## src/rtl/csr_regs.svh

```systemverilog
`ifndef CSR_REGS_SVH
`define CSR_REGS_SVH

// ==========================================================
// system register byte addresses (four times the number)
`define CSR_STATUS_OFF    10'h000
`define CSR_EXCEPTION_VECTOR_BASE_OFF      10'h004
`define CSR_APP_CALL_TABLE_BASE_OFF      10'h008
`define CSR_CTRL_OFF      10'h00C
`define CSR_CAUSE_OFF     10'h010
`define CSR_DBG_RSR_OFF   10'h030
`define CSR_DBG_RAR_OFF   10'h050
`define CSR_CFG_A_OFF     10'h100
`define CSR_CFG_B_OFF     10'h104
`define CSR_COUNT_OFF     10'h108
`define CSR_COMPARE_OFF   10'h10C

// ==========================================================
// status word bit positions
`define CSR_C_BIT      0
`define CSR_Z_BIT      1
`define CSR_N_BIT      2
`define CSR_V_BIT      3
`define CSR_Q_BIT      4
`define CSR_L_BIT      5
`define CSR_T_BIT      14
`define CSR_GM_BIT     16
`define CSR_I0M_BIT    17
`define CSR_EM_BIT     21
`define CSR_MODE_LSB   22
`define CSR_DM_BIT     26
`define CSR_D_BIT      27
`define CSR_SS_BIT     31

// ==========================================================
// reset values, write masks and control bit positions
`define CSR_STATUS_RST 32'h00610000
`define CSR_WMASK_LO   32'h0000403F
`define CSR_WMASK_HI   32'h043F0000
`define CSR_RET_MASK   32'h07FF403F
`define CSR_CTRL_RST   2'h0
`define CSR_NOCLR_BIT  1
`define CSR_LOCEN_BIT  0

`endif

```

## src/rtl/csr_pkg.sv

```systemverilog
package csr_pkg;
  typedef enum logic [2:0] {
    CSR_MODE_APP  = 3'h0,
    CSR_MODE_SUP  = 3'h1,
    CSR_MODE_INT0 = 3'h2,
    CSR_MODE_INT1 = 3'h3,
    CSR_MODE_INT2 = 3'h4,
    CSR_MODE_IRQ_LEVEL_THREE = 3'h5,
    CSR_MODE_EXC  = 3'h6,
    CSR_MODE_NMI  = 3'h7
  } csr_mode_type;

  typedef struct packed {
    logic [31:0] status;
    logic [31:0] exception_vector_base;
    logic [31:0] app_call_table_base;
    logic [1:0]  ctrl;
    logic [31:0] cause;
    logic [31:0] dbg_rsr;
    logic [31:0] dbg_rar;
    logic [31:0] count;
    logic [31:0] compare;
    logic [31:0] rdata;
    logic        match;
  } csr_state_type;
endpackage

```

## src/rtl/csr_status_sysreg.sv

```systemverilog
`include "csr_regs.svh"

// Function
// secure flag follows secure execution; forced zero before revision 3
// debug-entry mask blocks debug entry; resets zero; software read/write
// debug bit set only in debug state; set by debug entry, cleared by return
// mode field encodes application, supervisor, four levels, exception, nmi
// reset starts the core in supervisor mode
// mode changes only on entries and call/return, not by generic moves
// exception mask blocks exceptions; set on exception/debug entry and reset
// level three taken only when its mask and global mask clear
// level two mask gates level two; set on level three or two entry
// level one mask gates level one; set on entry to levels three to one
// level zero mask gates level zero; set on any interrupt entry
// global mask disables all levels; set on exception, debug and reset
// scratch bit never altered as a side effect; resets zero
// lock flag for conditional store; cleared by exception return and reset
// saturation flag sticky until explicitly cleared by flag clear; here a privileged status move or a return can also clear it
// overflow, negative, zero, carry updated by arithmetic and logic
// upper status half accessible only in privileged modes
// system registers reached only by privileged move instructions
// software sequences instructions after a system register write
// each system register address is four times its number
// debug return status and address registers implemented
// reserved numbers, configuration, counter and compare placement
// unused numbers read zero and ignore writes
module csr_status_sysreg #(
  parameter int          ARCH_REV = 3,
  parameter logic        SS_RESET = 1'b0,
  parameter logic [31:0] CONFIG_A = 32'h00000000,
  parameter logic [31:0] CONFIG_B = 32'h00000000
) (
  // clock and reset
  input  wire logic                  i_ref_clk,
  input  wire logic                  i_rst_n,
  // system register moves
  input  wire logic                  i_mtsr,
  input  wire logic                  i_mfsr,
  input  wire logic [9:0]            i_sr_addr,
  input  wire logic [31:0]           i_wdata,
  output logic      [31:0]           o_rdata,
  output logic                       o_access_fault,
  // flag instructions and datapath
  input  wire logic                  i_flag_set,
  input  wire logic                  i_flag_clr,
  input  wire logic [4:0]            i_flag_idx,
  input  wire logic                  i_alu_we,
  input  wire logic [3:0]            i_alu_flags,
  input  wire logic                  i_sat_ovf,
  // mode events
  input  wire logic                  i_dbg_req,
  input  wire logic                  i_bkpt,
  input  wire logic                  i_retd,
  input  wire logic                  i_exc_take,
  input  wire logic [31:0]           i_exc_cause,
  input  wire logic                  i_nmi_take,
  input  wire logic                  i_irq_take,
  input  wire logic [1:0]            i_irq_level,
  input  wire logic                  i_scall,
  input  wire logic                  i_rets,
  input  wire logic                  i_rete,
  input  wire logic [31:0]           i_ret_status,
  input  wire logic [31:0]           i_pc,
  input  wire logic                  i_secure,
  // status outputs
  output logic      [31:0]           o_status,
  output csr_pkg::csr_mode_type      o_mode,
  output logic      [3:0]            o_irq_enable,
  output logic                       o_exc_enable,
  output logic                       o_debug_state,
  output logic                       o_compare_match
);
  import csr_pkg::*;

  initial begin
    if (ARCH_REV < 1) begin
      $error("csr_status_sysreg: ARCH_REV must be at least 1");
    end
  end

  localparam logic HAS_SS = (ARCH_REV >= 3);

  csr_state_type st;
  csr_state_type next_st;

  // ==========================================================
  // decode
  logic       priv;
  logic       dbg_take;
  logic       irq_ok;
  logic       hit;
  logic [31:0] rd_val;
  logic [31:0] wmask;

  assign priv     = (st.status[`CSR_MODE_LSB +: 3] != CSR_MODE_APP);
  // the debug request is simply dropped while masked or already in debug
  assign dbg_take = (i_dbg_req | i_bkpt) & ~st.status[`CSR_DM_BIT]
                    & ~st.status[`CSR_D_BIT];
  assign irq_ok   = i_irq_take & o_irq_enable[i_irq_level];
  assign wmask    = priv ? (`CSR_WMASK_LO | `CSR_WMASK_HI) : `CSR_WMASK_LO;

  // moves are privileged; an application-mode attempt is flagged and dropped
  assign o_access_fault = (i_mtsr | i_mfsr) & ~priv;

  always_comb begin
    hit    = 1'b1;
    rd_val = 32'h00000000;
    unique case (i_sr_addr)
      `CSR_STATUS_OFF:  rd_val = st.status;
      `CSR_EXCEPTION_VECTOR_BASE_OFF:    rd_val = st.exception_vector_base;
      `CSR_APP_CALL_TABLE_BASE_OFF:    rd_val = st.app_call_table_base;
      `CSR_CTRL_OFF:    rd_val = {14'h0000, st.ctrl, 16'h0000};
      `CSR_CAUSE_OFF:   rd_val = st.cause;
      `CSR_DBG_RSR_OFF: rd_val = st.dbg_rsr;
      `CSR_DBG_RAR_OFF: rd_val = st.dbg_rar;
      `CSR_CFG_A_OFF:   rd_val = CONFIG_A;
      `CSR_CFG_B_OFF:   rd_val = CONFIG_B;
      `CSR_COUNT_OFF:   rd_val = st.count;
      `CSR_COMPARE_OFF: rd_val = st.compare;
      default:          hit    = 1'b0;
    endcase
  end

  // ==========================================================
  // next state
  always_comb begin
    next_st = st;

    // cycle counter, cleared on match unless the control bit forbids it
    next_st.match = (st.count == st.compare);
    if (next_st.match && !st.ctrl[`CSR_NOCLR_BIT]) begin
      next_st.count = 32'h00000000;
    end else begin
      next_st.count = st.count + 32'h00000001;
    end

    // datapath flags
    if (i_alu_we) begin
      next_st.status[`CSR_V_BIT:`CSR_C_BIT] = i_alu_flags;
    end

    // flag set/clear instructions; mode, debug and secure bits never move
    if (i_flag_clr && wmask[i_flag_idx]) begin
      next_st.status[i_flag_idx] = 1'b0;
    end
    if (i_flag_set && wmask[i_flag_idx]) begin
      next_st.status[i_flag_idx] = 1'b1;
    end

    // privileged moves; only the documented bits take the write
    if (i_mtsr && priv) begin
      unique case (i_sr_addr)
        `CSR_STATUS_OFF:  next_st.status = (st.status & ~wmask)
                                           | (i_wdata & wmask);
        `CSR_EXCEPTION_VECTOR_BASE_OFF:    next_st.exception_vector_base = i_wdata;
        `CSR_APP_CALL_TABLE_BASE_OFF:    next_st.app_call_table_base = i_wdata;
        `CSR_CTRL_OFF:    next_st.ctrl = i_wdata[17:16];
        `CSR_DBG_RSR_OFF: next_st.dbg_rsr = i_wdata;
        `CSR_DBG_RAR_OFF: next_st.dbg_rar = i_wdata;
        `CSR_COUNT_OFF:   next_st.count = i_wdata;
        `CSR_COMPARE_OFF: next_st.compare = i_wdata;
        default:          next_st.count = next_st.count;
      endcase
    end

    // sticky saturation: a set wins over a flag clear or status move in the same cycle, but a return overrides it
    if (i_sat_ovf) begin
      next_st.status[`CSR_Q_BIT] = 1'b1;
    end

    // call sets supervisor mode; returns restore the saved word, keeping secure; rets/rete keep debug, retd clears it
    if (i_scall) begin
      next_st.status[`CSR_MODE_LSB +: 3] = CSR_MODE_SUP;
    end
    if (i_rets || i_rete) begin
      next_st.status = (st.status & ~`CSR_RET_MASK)
                       | (i_ret_status & `CSR_RET_MASK);
      if (i_rete) begin
        next_st.status[`CSR_L_BIT] = 1'b0;
      end
    end
    if (i_retd && st.status[`CSR_D_BIT]) begin
      next_st.status = (st.status & ~`CSR_RET_MASK)
                       | (st.dbg_rsr & `CSR_RET_MASK);
      next_st.status[`CSR_D_BIT] = 1'b0;
    end

    // entries, in rising priority: interrupt, nmi, exception, debug
    if (irq_ok) begin
      next_st.status[`CSR_MODE_LSB +: 3] = 3'(CSR_MODE_INT0)
                                           + {1'b0, i_irq_level};
      for (int k = 0; k < 4; k++) begin
        if (k <= int'(i_irq_level)) begin
          next_st.status[`CSR_I0M_BIT + k] = 1'b1;
        end
      end
    end
    if (i_nmi_take) begin
      next_st.status[`CSR_MODE_LSB +: 3] = CSR_MODE_NMI;
      next_st.status[`CSR_EM_BIT] = 1'b1;
      next_st.status[`CSR_GM_BIT] = 1'b1;
    end
    if (i_exc_take && o_exc_enable) begin
      next_st.status[`CSR_MODE_LSB +: 3] = CSR_MODE_EXC;
      next_st.status[`CSR_EM_BIT] = 1'b1;
      next_st.status[`CSR_GM_BIT] = 1'b1;
      next_st.cause = i_exc_cause;
    end
    if (dbg_take) begin
      next_st.dbg_rsr = st.status;
      next_st.dbg_rar = i_pc;
      next_st.status[`CSR_D_BIT]  = 1'b1;
      next_st.status[`CSR_EM_BIT] = 1'b1;
      next_st.status[`CSR_GM_BIT] = 1'b1;
    end

    // secure flag tracks the execution state; older revisions tie it low
    next_st.status[`CSR_SS_BIT] = HAS_SS & i_secure;

    // read data is registered so the move answers one cycle later
    next_st.rdata = (i_mfsr && priv && hit) ? rd_val : 32'h00000000;
  end

  // ==========================================================
  // state register
  always_ff @(posedge i_ref_clk or negedge i_rst_n) begin
    if (!i_rst_n) begin
      st                     <= '0;
      st.status              <= `CSR_STATUS_RST;
      st.status[`CSR_SS_BIT] <= HAS_SS & SS_RESET;
      st.ctrl                <= `CSR_CTRL_RST;
    end else begin
      st <= next_st;
    end
  end

  // ==========================================================
  // outputs
  assign o_status        = st.status;
  assign o_mode          = csr_mode_type'(st.status[`CSR_MODE_LSB +: 3]);
  assign o_exc_enable    = ~st.status[`CSR_EM_BIT];
  assign o_debug_state   = st.status[`CSR_D_BIT];
  assign o_rdata         = st.rdata;
  assign o_compare_match = st.match;

  genvar g;
  generate
    for (g = 0; g < 4; g++) begin : g_lvl
      assign o_irq_enable[g] = ~st.status[`CSR_I0M_BIT + g]
                               & ~st.status[`CSR_GM_BIT];
    end
  endgenerate
endmodule

```

## config.mk

```make
export PLATFORM = sky130hd
export DESIGN_NAME = csr_status_sysreg
export DESIGN_NICKNAME = d
export VERILOG_FILES = /design/src/rtl/csr_pkg.sv /design/src/rtl/csr_status_sysreg.sv
export VERILOG_INCLUDE_DIRS = /design/src /design/src/rtl
export SDC_FILE = /design/constraint.sdc
export NUM_CORES = 1
export LEC_CHECK = 0
export BUFFER_PORTS_ARGS = -buffer_cell sky130_fd_sc_hd__buf_2
export CAP_MARGIN = 20
export CORE_ASPECT_RATIO = 0.75
export CORE_MARGIN = 1
export CORE_UTILIZATION = 30
export CTS_CLUSTER_DIAMETER = 200
export CTS_CLUSTER_SIZE = 20
export DETAILED_ROUTE_END_ITERATION = 16
export GPL_TIMING_DRIVEN = 0
export HOLD_SLACK_MARGIN = 0.12
export PLACE_DENSITY = 0.49
export SYNTH_ARGS = -nofsm -noshare
export SYNTH_HDL_FRONTEND = slang
export SYNTH_SLANG_ARGS = --single-unit
export TNS_END_PERCENT = 5
```

## constraint.sdc

```tcl
create_clock -name i_ref_clk -period 1.95 [get_ports i_ref_clk]
set_input_delay 0.0975 -clock i_ref_clk [delete_from_list [all_inputs] [get_ports i_ref_clk]]
set_output_delay 0.0975 -clock i_ref_clk [all_outputs]
set_load 0.02 [all_outputs]
```

==> results.txt <==
* RSZ-0062 raised after global routing: yes
- The share of total power dissipated in combinational logic is 27.5%.
* Via density per instance: 5.467
* Psw: 5.956 mW
* Worst supply voltage drop on vdd: 0.5227 mV
- Entering global routing, the biggest net connects 93 pins.
- The tightest min-delay check is of the in2reg type.
- Share of the clock period used by the worst path: 112.7%
- In the final routed layout, each cell accounts on average for 26.76 µm.
- For the worst setup path, the data required time is 2.37 ns.
- First-pass GRT wire length: 97550 µm
- GR Util All Layers: 26.30%
- The longest clock path from root to sink contains 3 buffers.
- H-tree depth: 1
* Crit path time final: 2.198 ns
- Summed over its instances, the top area cell type makes up 47.53% of the synthesized netlist area.
- In this run switching power makes up 34.99% of total power.
- Summing the sequential cell areas from Yosys gives 48.05% of the chip area.
- For this design, the slowest cell found on the critical path is dfrtp_2.
* Weighted congestion at the end of routability-driven global placement: 0.9422
* Full die area: 51460 µm²
- Avg Inst Size Synth: 10.25 µm²
* Worst Slack Setup Final: -0.2484 ns
- For this run, design rule violations remaining after detail routing come to 0.
* Standard-cell row count: 70
* Slew Limit Fails: 0
- After filler insertion, the fill cell instance count of the layout stands at 4827.
- For this design, the sink count on the clock tree is 291.
- Dominant cells by area after synthesis: dfrtp_1 48%, mux2_2 9.3%, mux2i_1 5.3%, nand2_1 4.7%, buf_4 3.6%
* Clock tree skew after final layout: 0.02825 ns
- The number of buffers and inverters on the critical path is 2.
- Violated checks: setup timing
- Setup slack after placement: -1.843 ns
- The later pin in the worst-skew pair is clocked with a latency of 0.54 ns.
* Count of vias placed by the detailed router: 14020
* Slew @ Worst Pin: 0.8612 ns
- Power share of the sequential group: 48.7%
* Effective utilization at floorplan: 30.75%
- The floorplan step set the die height to 196.7 µm.
* Slew headroom: 42.59%
* Global route overflow: 0
* Most common library cell in the layout ignoring fill and taps: dfrtp_1
- The worst register-to-register path has a depth of 8.
* Layout Area Growth over Synthesis: 35.27%
* Share of flip-flops with an asynchronous set or reset: 100.0%
- The wire-length estimate of the detail-placed layout is 48000 µm.
- Once layout is complete, the utilization of the core stands at 41.60%.
- Total negative slack for setup checks: -12.12 ns
- In this run the worst path has a maximum fanout of 7.
- Crit Path Class: reg2reg
- Most frequent cells in the layout: 259 x dfrtp_1, 227 x buf_2, 181 x nand2_1
* Initial antenna violation count: 4
- Cell type group with the largest total delay on the critical path: simple AND/OR/NAND/NOR gates
- Among all flip-flop cells after synthesis, the most frequent one is dfrtp_1.
- In this run the tool buffered the top-level ports with 219 buffer cells.
- Width of the die: 261.6 µm
* TritonCTS clock tree: done
- The critical path runs through a total of 8 cells.
- Max-cap violations in this run came to 0.
- The pre-antenna-repair detailed-routing pass consisted of 8 iterations.
- In this run, distinct cell masters in the synthesized netlist total 75.
* Share of power burned in the clock network: 23.8%
* Static Leakage: 9.310 nW
- In this run the count of I/O pins placed on the die edge is 242.
- Cells with a size suffix above 1 make up 36.59% of the layout.
- Setup violators final: 114
- The flow ran to the end, but the final reports show violations.
- Synthesis produced 1480 cells.
- Timing would allow up to 0.4549 GHz.
* Number of antenna-violating nets in the routed design: 0
- Drt total wl: 68640 µm
- The via count of the first global-routing pass was 13810.
- Final count of hold timing violations: 0
* DRC marker count from the first detailed-route iteration: 1380
* Longest individual stage delay on the worst path: 0.50 ns
- Slack of the worst reg-to-reg path: -0.25 ns
* CP Cell Sequence: xor2_2 > nor4_4 > nand2_2 > nor4_4 > or2_1 > buf_8 > buf_8 > o21ai_1
- Number of warnings issued by yosys: 0
- Total standard cell area after synthesis: 15160 µm²
* Final hold slack: 0.1562 ns
* CP startpoint kind: flip-flop
* Clock Root Buffer: clkbuf_16
- Arrival time at the worst endpoint: 2.62 ns
* Synth Register Bits: 291
* Clock Pin Slew Worst Setup and Hold Paths: 0.10 ns
* Synthesized netlist net count: 1648
* Power density relative to cell area: 830.0 nW/µm²
- At the end of the flow, the number of nets in the layout was 2075.
- The number of clock buffers added by TritonCTS is 18.
- The synthesized design contains 0 enable-type register cells.
- STA classifies the critical path endpoint as a flip-flop.
- The worst hold path was traced through 6 stages.
* Post-synthesis cell type with the largest combined area: dfrtp_1
- The core region is 49310 µm².
* Int Pwr: 11.07 mW
-- flip-flops by register name, indices dropped and copies added, names as in the netlist, named ones only --
| register | cells |
|---|---|
| st | 226 |
| o_rdata | 32 |
| o_status | 31 |
| o_compare_match | 1 |
-- cells by family (layout without fill, tap and decap cells) --
family | after synthesis | count (layout) | synth area share [%]
AO/OA/AOI/OAI | 325 | 325 | 14.03
multiplexers | 215 | 215 | 15.38
XOR/XNOR | 62 | 62 | 3.581
adder cells (fa/ha/maj) | 1 | 1 | 0.08250
other | 0 | 4 | 0
AND/OR/NAND/NOR | 402 | 402 | 12.19
flip-flops | 291 | 291 | 48.05
buffers and inverters | 184 | 617 | 6.692
-- stage by stage --
stage          std cells  total power [mW]  area [µm²]
4_1_cts             2543             16.95       20070
3_5_place_dp        2353             12.04       17220
6_report            2565             17.02       20510
3_3_place_gp        2347             11.92       17080
5_1_grt             2562             17.74       20500
2_1_floorplan       1480             10.12       15170
-- synth_stat cells (20+ instances only) --
cell,number
a222oi_1,20
dfrtp_1,288
mux2_2,125
a221oi_1,23
clkbuf_1,74
mux2i_1,80
o21ai_1,22
nand2_1,189
nor2_1,105
a31oi_1,38
buf_4,72
xor2_1,53
a21oi_1,64
buf_2,24
o21ai_0,69
-- power groups by stage --
| stage | Sequential [mW] | Clock, mW | Combinational [mW] |
|---|---|---|---|
| 2_1_floorplan | 7.76 | 0 | 2.36 |
| 3_3_place_gp | 8.27 | 0 | 3.65 |
| 3_5_place_dp | 8.29 | 0 | 3.74 |
| 4_1_cts | 8.18 | 4.12 | 4.65 |
| 5_1_grt | 8.38 | 4.34 | 5.02 |
| 6_report | 8.29 | 4.06 | 4.68 |
-- metal layers --
| layer | vias to the layer above | wire [µm] | GRT usage [%] |
|---|---|---|---|
| li1 | 6098 | - | - |
| met1 | 7163 | 31980 | 39.44 |
| met2 | 669 | 29040 | 38.29 |
| met3 | 94 | 5662 | 4.462 |
| met4 | 0 | 1951 | 7.730 |
| met5 | - | 0 | 0 |
-- cell type report --
cell class              count  area, µm²  area share [%]
diodes                      4      10.01         0.04880
plain buffers             171       1256           6.125
clock buffers              25      498.0           2.428
clock inverters             1      11.26         0.05490
inverters                   6      22.52          0.1098
multi-input cells        1005       7507           36.60
flip-flops and latches    291       7322           35.70
well taps                 648      810.8           3.953
repair buffers            414       3073           14.98
-- path summary, 6_finish.rpt --
check,startpoint,end
max in group asynchronous,i_rst_n,st[238]
hold reg to reg,st[238],st[238]
setup reg to reg,st[67],st[79]
setup / recovery,st[67],st[79]
hold / removal,i_alu_flags[2],o_status[2]
min in group asynchronous,i_rst_n,o_status[31]
-- repair_timing --
item                                   in CTS  in global routing
hold buffers                              133                  0
gates cloned                                3                  0
gates resized for setup                   222                104
pin swaps                                  37                 27
endpoints found under the hold margin     474                  0
buffers inserted                           33                 22
setup endpoints to repair                 278                289
-- worst min-delay path, delay by kind of cell --
family          cells  cell delay (ns)
buf+inv             2             0.15
compound gates      4             0.41
(Power assumes the default switching activity.)
